<file path="config.mk">
export PLATFORM = sky130hd
export DESIGN_NAME = pep_regs
export DESIGN_NICKNAME = d
export VERILOG_FILES = /design/src/rtl/pep_pkg.sv /design/src/rtl/pep_regs.sv
export SDC_FILE = /design/constraint.sdc
export NUM_CORES = 1
export LEC_CHECK = 0
export BUFFER_PORTS_ARGS = -buffer_cell sky130_fd_sc_hd__buf_2
export CORE_MARGIN = 1
export CORE_UTILIZATION = 45
export CTS_BUF_LIST = sky130_fd_sc_hd__clkbuf_16
export CTS_CLUSTER_SIZE = 25
export DETAILED_ROUTE_END_ITERATION = 8
export PLACE_DENSITY = 0.72
export SYNTH_ARGS = -nofsm -noshare
export SYNTH_HDL_FRONTEND = slang
export SYNTH_SLANG_ARGS = --single-unit
export TNS_END_PERCENT = 50
</file>
<file path="constraint.sdc">
create_clock -name MCLK -period 3 [get_ports MCLK]
set_clock_uncertainty 0.1 [all_clocks]
set_input_delay 0.6 -clock MCLK [delete_from_list [all_inputs] [get_ports MCLK]]
set_output_delay 0.6 -clock MCLK [all_outputs]
set_load 0.05 [all_outputs]
</file>
<file path="src/rtl/pep_pkg.sv">
/*
 * Constants for the extended page one register bank: register numbers,
 * field positions, reset values and page codes.
 * Assumes register numbers are indexes; byte address is four times index.
 */
package pep_pkg;

  // Register indexes (word number on the bus)
  localparam logic [4:0]  IDX_FIBER_MEDIA_CONTROL   = 5'h10;
  localparam logic [4:0]  IDX_COPPER_GOOD_CRC_COUNT = 5'h12;
  localparam logic [4:0]  IDX_EXTENDED_MODE_CONTROL = 5'h13;
  localparam logic [4:0]  IDX_PAGE_SELECT           = 5'h1f;
  localparam logic [4:0]  IDX_UPPER_FIRST           = 5'h10;
  // Own registers for interrupts, beyond register 31
  localparam logic [5:0]  IDX_IRQ_STATUS            = 6'h20;
  localparam logic [5:0]  IDX_IRQ_MASK              = 6'h21;

  localparam logic [15:0] PAGE_MAIN  = 16'h0000;
  localparam logic [15:0] PAGE_EXT1  = 16'h0001;

  // Fiber media control fields
  localparam int FMC_TX_RF_LSB    = 14;
  localparam int FMC_LP_RF_LSB    = 12;
  localparam int FMC_ALLOW_1000X  = 9;
  localparam int FMC_ALLOW_100FX  = 8;
  localparam int FMC_FAR_FAULT    = 6;
  localparam logic [1:0] FMC_TX_RF_RST = 2'h0;
  localparam logic [1:0] FMC_LP_RF_RST = 2'h0;
  localparam logic       FMC_ALLOW_RST = 1'h1;
  localparam logic       FMC_FAR_FAULT_RST = 1'h0;

  // Good CRC counter fields
  localparam int GCC_SEEN_BIT     = 15;
  localparam logic [13:0] GCC_CNT_RST = 14'h0000;
  localparam logic [13:0] GCC_CNT_MAX = 14'h270f;
  localparam logic        GCC_SEEN_RST = 1'h0;

  // Extended mode control fields
  localparam int EMC_LED_EXT_LSB  = 12;
  localparam int EMC_BLINK_BIT    = 11;
  localparam int EMC_FLF_BIT      = 4;
  localparam int EMC_XOVER_LSB    = 2;
  localparam int EMC_SIGNAL_DETECT_INPUT_BIT   = 0;
  localparam logic [3:0] EMC_LED_EXT_RST = 4'h0;
  localparam logic       EMC_BLINK_RST   = 1'h0;
  localparam logic       EMC_FLF_RST     = 1'h0;
  localparam logic       EMC_SIGNAL_DETECT_INPUT_RST  = 1'h0;
  localparam logic [1:0] XOVER_AUTO  = 2'h0;
  localparam logic [1:0] XOVER_RSVD  = 2'h1;
  localparam logic [1:0] XOVER_MDI   = 2'h2;
  localparam logic [1:0] XOVER_MDIX  = 2'h3;

  // Interrupt status bits
  localparam int IRQ_FAR_FAULT   = 0;
  localparam int IRQ_GOOD_PKT    = 1;
  localparam int IRQ_CNT_WRAP    = 2;
  localparam int IRQ_WIDTH       = 3;

endpackage : pep_pkg

</file>
<file path="src/rtl/pep_regs.sv">
/*
 * Extended page one register bank of one PHY port, as an APB slave.
 * Assumes datapath status arrives on MCLK; pins pass two flip-flops.
 */
`timescale 1ns/1ps

// Functional notes
// - Writing 0x0001 to page select routes registers 16-30 to page one.
// - Writing 0x0000 to page select returns 16-30 to main space.
// - With page one selected, registers 16-30 reach the page one bank.
// - Registers 0-15 always reach the main space, whatever the page.
// - Two-bit transmit remote fault field, reset 00, sent to partner.
// - Partner remote fault bits captured in a read-only field, reset 00.
// - Sticky allow bit for 1000BASE-X link-up, reset 1.
// - Sticky allow bit for 100BASE-FX link-up, reset 1.
// - Far-end fault flag sets on detection, clears when read.
// - Packet-seen flag sets on copper receive, clears when read.
// - 14-bit good CRC count modulo 10000, wraps after 9999.
// - Good CRC count resets to zero and clears when read.
// - Four extended indicator mode bits, reset 0, drive indicator modes.
// - Blink-after-hold-release bit, reset 0, 1 blinks, 0 suppresses.
// - Fast link failure bit turns general pin nine to failure output.
// - Crossover field: 00 auto, 10 MDI, 11 MDI-X, 01 reserved.
module pep_regs
  import pep_pkg::*;
(
  // Clock and reset
  input  wire logic        MCLK,
  input  wire logic        RESET,
  // APB slave
  input  wire logic        PSEL,
  input  wire logic        PENABLE,
  input  wire logic        PWRITE,
  input  wire logic [7:0]  PADDR,
  input  wire logic [31:0] PWDATA,
  output logic      [31:0] PRDATA,
  output logic             PREADY,
  output logic             PSLVERR,
  // Main register space for numbers outside page one
  output logic             MAIN_SEL,
  output logic      [4:0]  MAIN_ADDR,
  input  wire logic [15:0] MAIN_RDATA,
  // Datapath status, same clock
  input  wire logic [1:0]  LP_REMOTE_FAULT,
  input  wire logic        LP_REMOTE_FAULT_VALID,
  input  wire logic        FAR_END_FAULT,
  input  wire logic        GOOD_CRC_PACKET,
  input  wire logic        ANY_COPPER_PACKET,
  // Pins, asynchronous
  input  wire logic        LOW_POWER_HOLD_INPUT,
  input  wire logic [3:0]  SIGNAL_DETECT_INPUT,
  // Controls toward the PHY
  output logic      [1:0]  TX_REMOTE_FAULT,
  output logic             ALLOW_1000X_LINK,
  output logic             ALLOW_100FX_LINK,
  output logic      [3:0]  LED_EXTENDED_MODE,
  output logic             LED_BLINK_REQ,
  output logic             GENERAL_PIN_NINE_FLF,
  output logic      [1:0]  XOVER_MODE,
  output logic      [3:0]  SIGNAL_DETECT,
  // Interrupt
  output logic             IRQ
);

  function automatic logic [5:0] word_idx(input logic [7:0] a);
    return a[7:2];
  endfunction

  // Register number match, five-bit number widened to the word index
  function automatic logic idx_is(input logic [5:0] i, input logic [4:0] r);
    return i == {1'b0, r};
  endfunction

  logic [15:0] page_r;
  logic [1:0]  tx_rf_r;
  logic [1:0]  lp_rf_r;
  logic        allow_x_r;
  logic        allow_fx_r;
  logic        far_fault_r;
  logic        seen_r;
  logic [13:0] gcc_r;
  logic [3:0]  led_ext_r;
  logic        blink_r;
  logic        flf_r;
  logic [1:0]  xover_r;
  logic        sigpol_r;
  logic [IRQ_WIDTH-1:0] irq_stat_r;
  logic [IRQ_WIDTH-1:0] irq_mask_r;
  logic        hold_s1_r;
  logic        hold_s2_r;
  logic        hold_d_r;
  logic [3:0]  sig_s1_r;
  logic [3:0]  sig_s2_r;
  logic        blink_pend_r;
  logic [1:0]  xover_out_r;
  logic [3:0]  sig_out_r;

  logic        acc;
  logic        wr;
  logic        rd;
  logic [5:0]  idx;
  logic        ext_hit;
  logic        hit_fmc;
  logic        hit_gcc;
  logic        hit_emc;
  logic        hit_page;
  logic        hit_main;
  logic        hit_stat;
  logic        hit_mask;
  logic        mapped;
  logic        gcc_wrap;
  logic [15:0] rdata;

  assign acc = PSEL && PENABLE;
  assign wr  = acc && PWRITE;
  assign rd  = acc && !PWRITE;
  assign idx = word_idx(PADDR);

  // Upper numbers go to page one only while it is selected
  assign ext_hit  = (page_r == PAGE_EXT1) && (idx < 6'h1f) &&
                    (idx >= {1'b0, IDX_UPPER_FIRST});
  assign hit_fmc  = ext_hit && idx_is(idx, IDX_FIBER_MEDIA_CONTROL);
  assign hit_gcc  = ext_hit && idx_is(idx, IDX_COPPER_GOOD_CRC_COUNT);
  assign hit_emc  = ext_hit && idx_is(idx, IDX_EXTENDED_MODE_CONTROL);
  assign hit_page = idx_is(idx, IDX_PAGE_SELECT);
  assign hit_stat = idx == IDX_IRQ_STATUS;
  assign hit_mask = idx == IDX_IRQ_MASK;
  // Lower numbers always, upper ones when page one is not selected
  assign hit_main = (idx < 6'h1f) && !ext_hit;
  assign mapped   = hit_page || hit_stat || hit_mask || (idx < 6'h1f);

  assign PREADY   = 1'b1;
  assign PSLVERR  = acc && !mapped;
  assign MAIN_SEL  = PSEL && hit_main;
  assign MAIN_ADDR = idx[4:0];

  always_ff @(posedge MCLK) begin
    if (RESET) begin
      page_r <= PAGE_MAIN;
    end else if (wr && hit_page) begin
      page_r <= PWDATA[15:0];
    end
  end

  always_ff @(posedge MCLK) begin
    if (RESET) begin
      tx_rf_r <= FMC_TX_RF_RST;
    end else if (wr && hit_fmc) begin
      tx_rf_r <= PWDATA[FMC_TX_RF_LSB +: 2];
    end
  end

  // Permissions default to allowed so fiber links up unprogrammed
  always_ff @(posedge MCLK) begin
    if (RESET) begin
      allow_x_r  <= FMC_ALLOW_RST;
      allow_fx_r <= FMC_ALLOW_RST;
    end else if (wr && hit_fmc) begin
      allow_x_r  <= PWDATA[FMC_ALLOW_1000X];
      allow_fx_r <= PWDATA[FMC_ALLOW_100FX];
    end
  end

  always_ff @(posedge MCLK) begin
    if (RESET) begin
      lp_rf_r <= FMC_LP_RF_RST;
    end else if (LP_REMOTE_FAULT_VALID) begin
      lp_rf_r <= LP_REMOTE_FAULT;
    end
  end

  // Set wins over the read clear so no event is lost
  always_ff @(posedge MCLK) begin
    if (RESET) begin
      far_fault_r <= FMC_FAR_FAULT_RST;
    end else if (FAR_END_FAULT) begin
      far_fault_r <= 1'b1;
    end else if (rd && hit_fmc) begin
      far_fault_r <= 1'b0;
    end
  end

  always_ff @(posedge MCLK) begin
    if (RESET) begin
      seen_r <= GCC_SEEN_RST;
    end else if (ANY_COPPER_PACKET) begin
      seen_r <= 1'b1;
    end else if (rd && hit_gcc) begin
      seen_r <= 1'b0;
    end
  end

  assign gcc_wrap = GOOD_CRC_PACKET && (gcc_r == GCC_CNT_MAX);

  // A packet landing on the clearing read counts as one
  always_ff @(posedge MCLK) begin
    if (RESET) begin
      gcc_r <= GCC_CNT_RST;
    end else if (rd && hit_gcc) begin
      gcc_r <= GOOD_CRC_PACKET ? 14'h0001 : GCC_CNT_RST;
    end else if (gcc_wrap) begin
      gcc_r <= GCC_CNT_RST;
    end else if (GOOD_CRC_PACKET) begin
      gcc_r <= gcc_r + 14'h0001;
    end
  end

  always_ff @(posedge MCLK) begin
    if (RESET) begin
      led_ext_r <= EMC_LED_EXT_RST;
      blink_r   <= EMC_BLINK_RST;
    end else if (wr && hit_emc) begin
      led_ext_r <= PWDATA[EMC_LED_EXT_LSB +: 4];
      blink_r   <= PWDATA[EMC_BLINK_BIT];
    end
  end

  // Pin and crossover controls; fast failure is meant for port 0 only
  always_ff @(posedge MCLK) begin
    if (RESET) begin
      flf_r    <= EMC_FLF_RST;
      xover_r  <= XOVER_AUTO;
      sigpol_r <= EMC_SIGNAL_DETECT_INPUT_RST;
    end else if (wr && hit_emc) begin
      flf_r    <= PWDATA[EMC_FLF_BIT];
      xover_r  <= PWDATA[EMC_XOVER_LSB +: 2];
      sigpol_r <= PWDATA[EMC_SIGNAL_DETECT_INPUT_BIT];
    end
  end

  // Hold pin synchroniser plus one stage to spot its falling edge
  always_ff @(posedge MCLK) begin
    if (RESET) begin
      hold_s1_r <= 1'b0;
      hold_s2_r <= 1'b0;
      hold_d_r  <= 1'b0;
    end else begin
      hold_s1_r <= LOW_POWER_HOLD_INPUT;
      hold_s2_r <= hold_s1_r;
      hold_d_r  <= hold_s2_r;
    end
  end

  always_ff @(posedge MCLK) begin
    if (RESET) begin
      sig_s1_r <= 4'h0;
      sig_s2_r <= 4'h0;
    end else begin
      sig_s1_r <= SIGNAL_DETECT_INPUT;
      sig_s2_r <= sig_s1_r;
    end
  end

  // Blink request held until the hold input rises again
  always_ff @(posedge MCLK) begin
    if (RESET) begin
      blink_pend_r <= 1'b0;
    end else if (hold_s2_r) begin
      blink_pend_r <= 1'b0;
    end else if (hold_d_r && blink_r) begin
      blink_pend_r <= 1'b1;
    end
  end

  always_ff @(posedge MCLK) begin
    if (RESET) begin
      irq_mask_r <= '0;
    end else if (wr && hit_mask) begin
      irq_mask_r <= PWDATA[IRQ_WIDTH-1:0];
    end
  end

  always_ff @(posedge MCLK) begin
    if (RESET) begin
      irq_stat_r <= '0;
    end else begin
      irq_stat_r <= (irq_stat_r &
                     ~((wr && hit_stat) ? PWDATA[IRQ_WIDTH-1:0] : '0)) |
                    {gcc_wrap, GOOD_CRC_PACKET, FAR_END_FAULT};
    end
  end

  // Reserved code 01 behaves as automatic crossover
  always_ff @(posedge MCLK) begin
    if (RESET) begin
      xover_out_r <= XOVER_AUTO;
    end else begin
      xover_out_r <= (xover_r == XOVER_RSVD) ? XOVER_AUTO : xover_r;
    end
  end

  // Polarity applied after the synchroniser, never on the raw pin
  always_ff @(posedge MCLK) begin
    if (RESET) begin
      sig_out_r <= 4'h0;
    end else begin
      sig_out_r <= sigpol_r ? ~sig_s2_r : sig_s2_r;
    end
  end

  // Kept combinational so a mask write shows on the very next cycle
  assign IRQ = |(irq_stat_r & irq_mask_r);

  // Reserved positions are left zero
  always_comb begin
    rdata = 16'h0000;
    if (hit_page) begin
      rdata = page_r;
    end else if (hit_fmc) begin
      rdata[FMC_TX_RF_LSB +: 2] = tx_rf_r;
      rdata[FMC_LP_RF_LSB +: 2] = lp_rf_r;
      rdata[FMC_ALLOW_1000X]    = allow_x_r;
      rdata[FMC_ALLOW_100FX]    = allow_fx_r;
      rdata[FMC_FAR_FAULT]      = far_fault_r;
    end else if (hit_gcc) begin
      rdata[GCC_SEEN_BIT] = seen_r;
      rdata[13:0]         = gcc_r;
    end else if (hit_emc) begin
      rdata[EMC_LED_EXT_LSB +: 4] = led_ext_r;
      rdata[EMC_BLINK_BIT]        = blink_r;
      rdata[EMC_FLF_BIT]          = flf_r;
      rdata[EMC_XOVER_LSB +: 2]   = xover_r;
      rdata[EMC_SIGNAL_DETECT_INPUT_BIT]       = sigpol_r;
    end else if (ext_hit) begin
      rdata = 16'h0000;
    end else if (hit_main) begin
      rdata = MAIN_RDATA;
    end else if (hit_stat) begin
      rdata[IRQ_WIDTH-1:0] = irq_stat_r;
    end else if (hit_mask) begin
      rdata[IRQ_WIDTH-1:0] = irq_mask_r;
    end
  end

  assign PRDATA = {16'h0000, rdata};

  assign TX_REMOTE_FAULT      = tx_rf_r;
  assign ALLOW_1000X_LINK     = allow_x_r;
  assign ALLOW_100FX_LINK     = allow_fx_r;
  assign LED_EXTENDED_MODE    = led_ext_r;
  assign LED_BLINK_REQ        = blink_pend_r;
  assign GENERAL_PIN_NINE_FLF = flf_r;
  assign XOVER_MODE           = xover_out_r;
  assign SIGNAL_DETECT        = sig_out_r;

endmodule // pep_regs

</file>
==> results.md, run 1 <==
* Outcome: finished with violations
* Violated checks: setup timing
* YS warnings at 0
* Pwr per Cell Area at 487 nW/um2
* Total gr overflow at 0
* Slew HR at 0.486
* Area leader, netlist: dfxtp_1
* Most common cell after layout, fill and taps aside: buf_2
* CTS Sinks at just over 70
* Largest net degree at the start of global routing at 42
* Peak supply drop at 0.000405 V
* Synth area leaders: dfxtp_1 40%, mux2i_1 11%, nor2_1 6.3%
* Fin area at roughly 4700 um2
* Post-synthesis instance area at 3540 um2
* Die width at between 90 and 100 um
* Seq/Total Area, Yosys at 0.401
* F_max at 0.325 GHz
* # diodes at 0
* PortBufs at 93
* Static Leakage at 1.98 nW
* DRT antenna net count at 0
* Clock buffer depth at 2
* Multi-input logic area at 2020 um2
* Vias in the first global route at 3,102
* Later-pin clock latency in the skew report at ~340 ps
* Worst setup SP type: flop
* Layout Nets at 587
* Via count at about 3,400
* Slew Limit Fails at 0
* Rows at 31
* Hold WS at 310 ps
* Setup CP Type: reg -> out
* Core footprint at about 7400 um2
* Unique cell type count in the Yosys netlist at 48
* Fin. Hold Viols at 0
* Clock-pin slew on the worst setup and hold paths at around 60 ps
* Post-layout minimum cycle time at roughly 3100 ps
* Asr flop ratio synth at 0
* Via density at 5.52
* Final worst-path cycle share at 1.02
* Layout area overhead at 33.4%
* Initial DRC count at between 100 and 150
* DIE HEIGHT at 90.7 um
* Layout fillers at 640
* CTS tree: done
* Synth top area share at 0.401
* Clock Tree Root: clkbuf_16
* Sequential cell area at 1420 um2
* Die ar. at about 8200 um2
* HPWL Detailed at 7.21 mm
* GRT Resource Usage Total at 0.244
* Measured slew at the worst slew-check pin at 770 ps
* Max cap viols at 0
* I/O Pins at 129
* RSZ-0062 raised after global routing: true
* Initial Util at 0.476
* DRT Pass-1 Iters at 5
* Post-synth EDFFs at 0
* RD Place Congestion at 0.944
* Worst Hold Class: reg -> reg
* Most frequent cells in the layout: 77 x buf_2, 69 x dfxtp_1, 57 x nor2_1
* # setup viols final at 14
* DP Area at 4190 um2
* DRC Markers at 0
* CP Data Required Time at 2300 ps
* H-Tree Depth at 3
* Top_reg_cell synth: dfxtp_1
* CP arrival at between 2000 and 2500 ps
* Total CTS buffers at 9
* Share of cells above drive strength 1 at 0.329
* Total wire length at 9.89 mm
* Critical-path maximum fanout at 15
* Final worst slack at -74.2 ps
* Cells after Synth at 405
* Seq cells post-synth at 71
* Crit path capture type: primary output
* Initial antenna violation count at 0
* Routed WL per cell at about 16 um
* First-pass GRT wire length at 15.7 mm
* Mean Syn Cell Area at 8.75 um2
==> per-layer routing <==
| metal | vias to the layer above | track usage | wire length [um] |
|---|---|---|---|
| li1 | 1645 | - | - |
| met1 | 1614 | 0.327 | 4410 |
| met2 | 140 | 0.394 | 4730 |
| met3 | 12 | 0.0295 | 575 |
| met4 | 0 | 0.106 | 171 |
| met5 | - | 0 | 0 |
==> path summary, 6_finish.rpt <==
kind	from	to	slack [ps]	cells after the start
worst max-delay path	page_r[4]	PRDATA[4]	-70	7
worst min-delay path	hold_s2_r	LED_BLINK_REQ	310	1
worst max register to register	page_r[4]	gcc_r[9]	490	6
worst min register to register	hold_s2_r	LED_BLINK_REQ	310	1
==> layout make-up <==
type | count | share of cell area
multi-input cells | 300 | 0.428
flip-flops and latches | 71 | 0.301
repair buffers | 127 | 0.181
clock buffers | 9 | 0.0477
well taps | 99 | 0.0262
clock inverters | 7 | 0.0124
inverters | 5 | 0.00397
==> Yosys cell counts (all sizes together) (5+ instances only) <==
| master | instances |
|---|---|
| a21oi | 23 |
| and3 | 12 |
| buf | 27 |
| clkbuf | 17 |
| dfxtp | 71 |
| inv | 5 |
| mux2i | 39 |
| nand2 | 21 |
| nand2b | 5 |
| nand3 | 6 |
| nand4 | 6 |
| nor2 | 59 |
| nor2b | 14 |
| nor3 | 9 |
| nor4 | 6 |
| o21ai | 6 |
| o31ai | 10 |
| or3 | 9 |
| or4 | 8 |
==> through the flow <==
stage	utilization	total power [W]	worst slack, ps	TNS (ps)	cells
after floorplan	-	0.00120	-225	-792	420
final	0.635	0.00230	-74.2	-730	618
after global placement	0.563	0.00127	-63.8	-245	598
after global routing	0.635	0.00237	-121	-1380	618
after detailed placement	0.563	0.00128	-77.6	-311	598
after CTS	0.632	0.00230	-99.5	-1060	617
==> what timing repair did <==
item                       4_1_cts  5_1_grt
buffers inserted                 3        1
hold buffers                     0        0
pin swaps                       12        4
setup endpoints to repair       17       16
resized for setup               55        4
==> logic make-up (layout without fill, tap and decap cells) <==
family / Yosys count / count (layout) / share of synthesized area
other: 2 / 17 / 0.00212
XOR/XNOR: 5 / 5 / 0.0124
adder cells (fa/ha/maj): 1 / 1 / 0.00353
AND/OR/NAND/NOR: 170 / 170 / 0.254
flip-flops: 71 / 71 / 0.401
multiplexers: 43 / 43 / 0.123
buffers and inverters: 49 / 148 / 0.0784
AO/OA/AOI/OAI: 64 / 64 / 0.125
==> power by group <==
group	total [W]	internal [W]	switching, W
Combinational	0.000315	0.000106	0.000209
Clock	0.00102	0.000574	0.000443
Sequential	0.000969	0.000959	0.00000997
==> flip-flops by register name (all words and copies together), names as in the netlist, 3 cells and up <==
signal             cells
irq_stat_r             3
gcc_r                 14
LED_EXTENDED_MODE      4
irq_mask_r             3
sig_s1_r               4
SIGNAL_DETECT          4
sig_s2_r               4
page_r                16
==> critical path, cell delays in order (launching register included) <==
cell	delay (ps)
dfxtp_2	320
or4_4	550
or2_4	260
nand2b_4	180
buf_12	160
and3_1	160
a211o_1	240
buf_6	160
Power figures use the tool's default switching activity.
==> inputs of run 2 (changes only) <==
- ABC_AREA: unset -> 1
- CORE_MARGIN: 1 -> 2
- PLACE_DENSITY: 0.72 -> 0.7
- clock period: 3 -> 3.85 ns (I/O delays scaled with it)
==> run 2 against run 1 <==
Compared with the run above:
- final cell count up 28%
- the run now ends clean
- design area about the same
- highest routed layer unchanged
- critical endpoint is now PRDATA[13]
- hold slack got worse by 10 ps
==> results.md, run 2 <==
* Outcome: completed (was finished with violations)
* Via count at 4,091 (was 3,411)
* Seq/Total Area, Yosys at 0.359 (was 0.401)
* Switching pwr at 0.000514 W (was 0.000663 W)
* Cells after Synth at 598 (was 405)
* # hold bufs at CTS at 0 (unchanged)
* Post-synthesis instance area at 3960 um2 (was 3540 um2)
* Most frequent cells in the layout: 139 x nand2_1, 98 x nor2_1, 93 x buf_2 (was 77 x buf_2, 69 x dfxtp_1, 57 x nor2_1)
* RD Place Congestion at 0.986 (was 0.944)
* Comb power frac at 0.121 (was 0.137)
* Compound-cell area share of the yosys netlist at 0.105 (was 0.125)
* # diodes at 0 (unchanged)
* Static Leakage at 2.23 nW (was 1.98 nW)
* Clock-pin slew on the worst setup and hold paths at 60 ps (about the same)
* Max cap viols at 0 (unchanged)
* # setup viols final at 0 (was 14)
* Tot Pwr at 0.00189 W (was 0.00230 W)
* Setup CP Type: in -> out (was reg -> out)
* Total CTS buffers at 9 (unchanged)
* DRC Markers at 0 (unchanged)
* CP arrival at 2550 ps (was 2370 ps)
* DRT Pass-1 Iters at 5 (unchanged)
* Sequential share of power at 0.399 (was 0.421)
* Later-pin clock latency in the skew report at 330 ps (was 340 ps)
* Post-synth top cells: 139 x nand2_1, 98 x nor2_1, 71 x dfxtp_1 (was 71 x dfxtp_1, 59 x nor2_1, 39 x mux2i_1)
* Clock buffer depth at 2 (unchanged)
* Share of cells above drive strength 1 at 0.212 (was 0.329)
* Setup TNS at 0 ps (was -730 ps)
* Vias in the first global route at 3,775 (was 3,102)
* Layout area overhead at 19.2% (was 33.4%)
* Rows at 34 (was 31)
* Worst path slowest cell: buf_2 (was or4_4)
* Biggest regs: page_r: 16 flops, gcc_r: 14 flops (unchanged)
* Largest net degree at the start of global routing at 36 (was 42)
* Top reg by flops: page_r (unchanged)
* Post-CTS Setup Inserts at 0 (was 3)
* Total gr overflow at 0 (unchanged)
* Initial DRC count at 320 (was 136)
* H-Tree Depth at 3 (unchanged)
* Seq cells post-synth at 71 (unchanged)
* Slew HR at 0.378 (was 0.486)
* HPWL Detailed at 8.43 mm (was 7.21 mm)
* Post-synth EDFFs at 0 (unchanged)
* CTS Sinks at 71 (unchanged)
* Slew Limit Fails at 0 (unchanged)
* Area leader, netlist: dfxtp_1 (unchanged)
* CTS tree: done (unchanged)
* Final worst-path cycle share at 0.888
* Mean Syn Cell Area at 6.63 um2 (was 8.75 um2)
* Adder-Cell Fraction of Synth Area at 0.00316 (was 0.00353)
* Main combinational cell family by area after synthesis: simple AND/OR/NAND/NOR gates (unchanged)
* Post_cts resized at 0 (was 55)
* R2r worst-path depth at 8 (was 6)
* Most common cell after layout, fill and taps aside: nand2_1 (was buf_2)
* Crit path capture type: primary output (unchanged)
* Cell Int Power at 0.00138 W (was 0.00164 W)
* GRT Resource Usage Total at 0.238 (was 0.244)
* Top_reg_cell synth: dfxtp_1 (unchanged)
* CP peak stage delay at 280 ps (was 550 ps)
* Critical-path maximum fanout at 7 (was 15)
* Hold Crit Depth at 2 (was 1)
* Clock Tree Root: clkbuf_16 (unchanged)
* Pwr per Cell Area at 400 nW/um2 (was 487 nW/um2)
* Worst setup SP type: input pin (was flop)
* Peak supply drop at 0.000337 V (was 0.000405 V)
* Total wire length at 11.3 mm (was 9.89 mm)
* DRT antenna net count at 0 (unchanged)
* Top cell by count, worst path: nand2_1
* Inst Count DP at 777 (was 598)
* WP depth at 11 (was 7)
* Multiplexer area fraction after synthesis at 0 (was 0.123)
* Post-synthesis simple-gate area fraction at 0.387 (was 0.254)
* First-pass GRT wire length at 18.4 mm (was 15.7 mm)
* Core footprint at 8640 um2 (was 7450 um2)
* CP Data Required Time at 2980 ps (was 2300 ps)
* RSZ-0062 raised after global routing: false (was true)
* Layout Nets at 753 (was 587)
* DIE HEIGHT at 97.9 um (was 90.7 um)
* PortBufs at 93 (unchanged)
* Final non-filler cell total at 793 (was 618)
* Cell with the most instances after synthesis: nand2_1 (was dfxtp_1)
* Initial Util at 0.459 (was 0.476)
* Post-layout minimum cycle time at 3420 ps
* Die width at 97.9 um (was 90.7 um)
* CP top delay family: simple AND/OR/NAND/NOR gates (unchanged)
* Fin. Hold Viols at 0 (unchanged)
* Critical-path cell list: buf_2 > nand2_2 > nor2_2 > nand2_1 > nand2_1 > nor2_1 > nand2_1 > nor2_2 > nand2_1 > nand4_1 > buf_2 (was or4_4 > or2_4 > nand2b_4 > buf_12 > and3_1 > a211o_1 > buf_6)
* Buf+Inv Stages, Crit Path at 2 (unchanged)
* Synth top area share at 0.359 (was 0.401)
* Initial antenna violation count at 0 (unchanged)
* Asr flop ratio synth at 0 (unchanged)
* Max reg flops at 16 (unchanged)
* Die ar. at 9580 um2 (was 8230 um2)
* Measured slew at the worst slew-check pin at 933 ps (was 770 ps)
* Via density at 5.16 (was 5.52)
* Post-Synth XOR/XNOR Area at 0.0133 (was 0.0124)
* YS warnings at 0 (unchanged)
* Sw Ratio at 0.272 (was 0.288)
* I/O Pins at 129 (unchanged)
* Synth area leaders: dfxtp_1 36%, nand2_1 13%, nor2_1 9.3% (was dfxtp_1 40%, mux2i_1 11%, nor2_1 6.3%)
* Unique cell type count in the Yosys netlist at 38 (was 48)
* Clk pwr share at 0.480 (was 0.442)
* Worst Hold Class: reg -> reg (unchanged)
* F_max at 0.293 GHz
* Routed WL per cell at 14.3 um (was 16.0 um)
-- run 2: cell count changes after synthesis, moves of 12 or more --
cell	previous run	this run
and3_1	12	0
inv_1	5	62
nor2b_1	14	0
o21ai_0	6	19
mux2i_1	39	0
nand2_1	21	139
o21ai_1	0	14
a21oi_1	22	40
nor2_1	59	98
nand3_1	6	38
-- run 2: cell families (layout without fill, tap and decap cells) --
group / count (synthesis) / after routing
buffers and inverters: 112 / 184
adders and majority gates: 1 / 1
xor gates and xnor gates: 6 / 6
other: 2 / 17
DFF: 71 / 71
and+or+nand+nor: 327 / 327
AOI/OAI and AO/OA: 79 / 79
-- run 2: stage by stage --
stage               utilization  instance area [um2]  hold slack, ps  worst slack, ps
finish                    0.547                 4720             300              433
global route              0.547                 4720             313              254
CTS                       0.547                 4720             302              482
detailed placement        0.509                 4400             293              480
global placement          0.509                 4400             290              522
floorplan                     -                 4020             288              730
-- run 2: final cells by class --
class	count	area (um2)
timing repair buffer	96	488
clock buffer	9	225
fill	848	3910
clock inverter	7	103
multi-input combinational	430	2080
sequential	71	1420
inverter	72	273
tap	108	135
-- run 2: power groups by stage --
stage               Sequential, W  Clock, W  Combinational [W]
floorplan                0.000773         0           0.000175
global placement         0.000771         0           0.000224
detailed placement       0.000771         0           0.000226
CTS                      0.000755  0.000918           0.000227
global route             0.000756  0.000952           0.000246
finish                   0.000755  0.000907           0.000228
-- run 2: worst paths after layout --
path	startpoint	to	slack (ps)
hold reg to reg	hold_s1_r	hold_s2_r	300
setup reg to reg	page_r[4]	gcc_r[2]	1850
setup / recovery	PADDR[2]	PRDATA[13]	430
hold / removal	hold_s1_r	hold_s2_r	300
-- run 2: tightest hold or removal path, stage by stage, from the launching register on --
cell and delay, ps:
dfxtp_1 290, inv_1 40, nor2_1 30
-- run 2: metal layers --
| layer | vias up | share of wire | global-route usage |
|---|---|---|---|
| li1 | 2034 | - | - |
| met1 | 1850 | 0.43 | 0.316 |
| met2 | 177 | 0.46 | 0.381 |
| met3 | 30 | 0.080 | 0.0451 |
| met4 | 0 | 0.029 | 0.0983 |
| met5 | - | 0 | 0 |
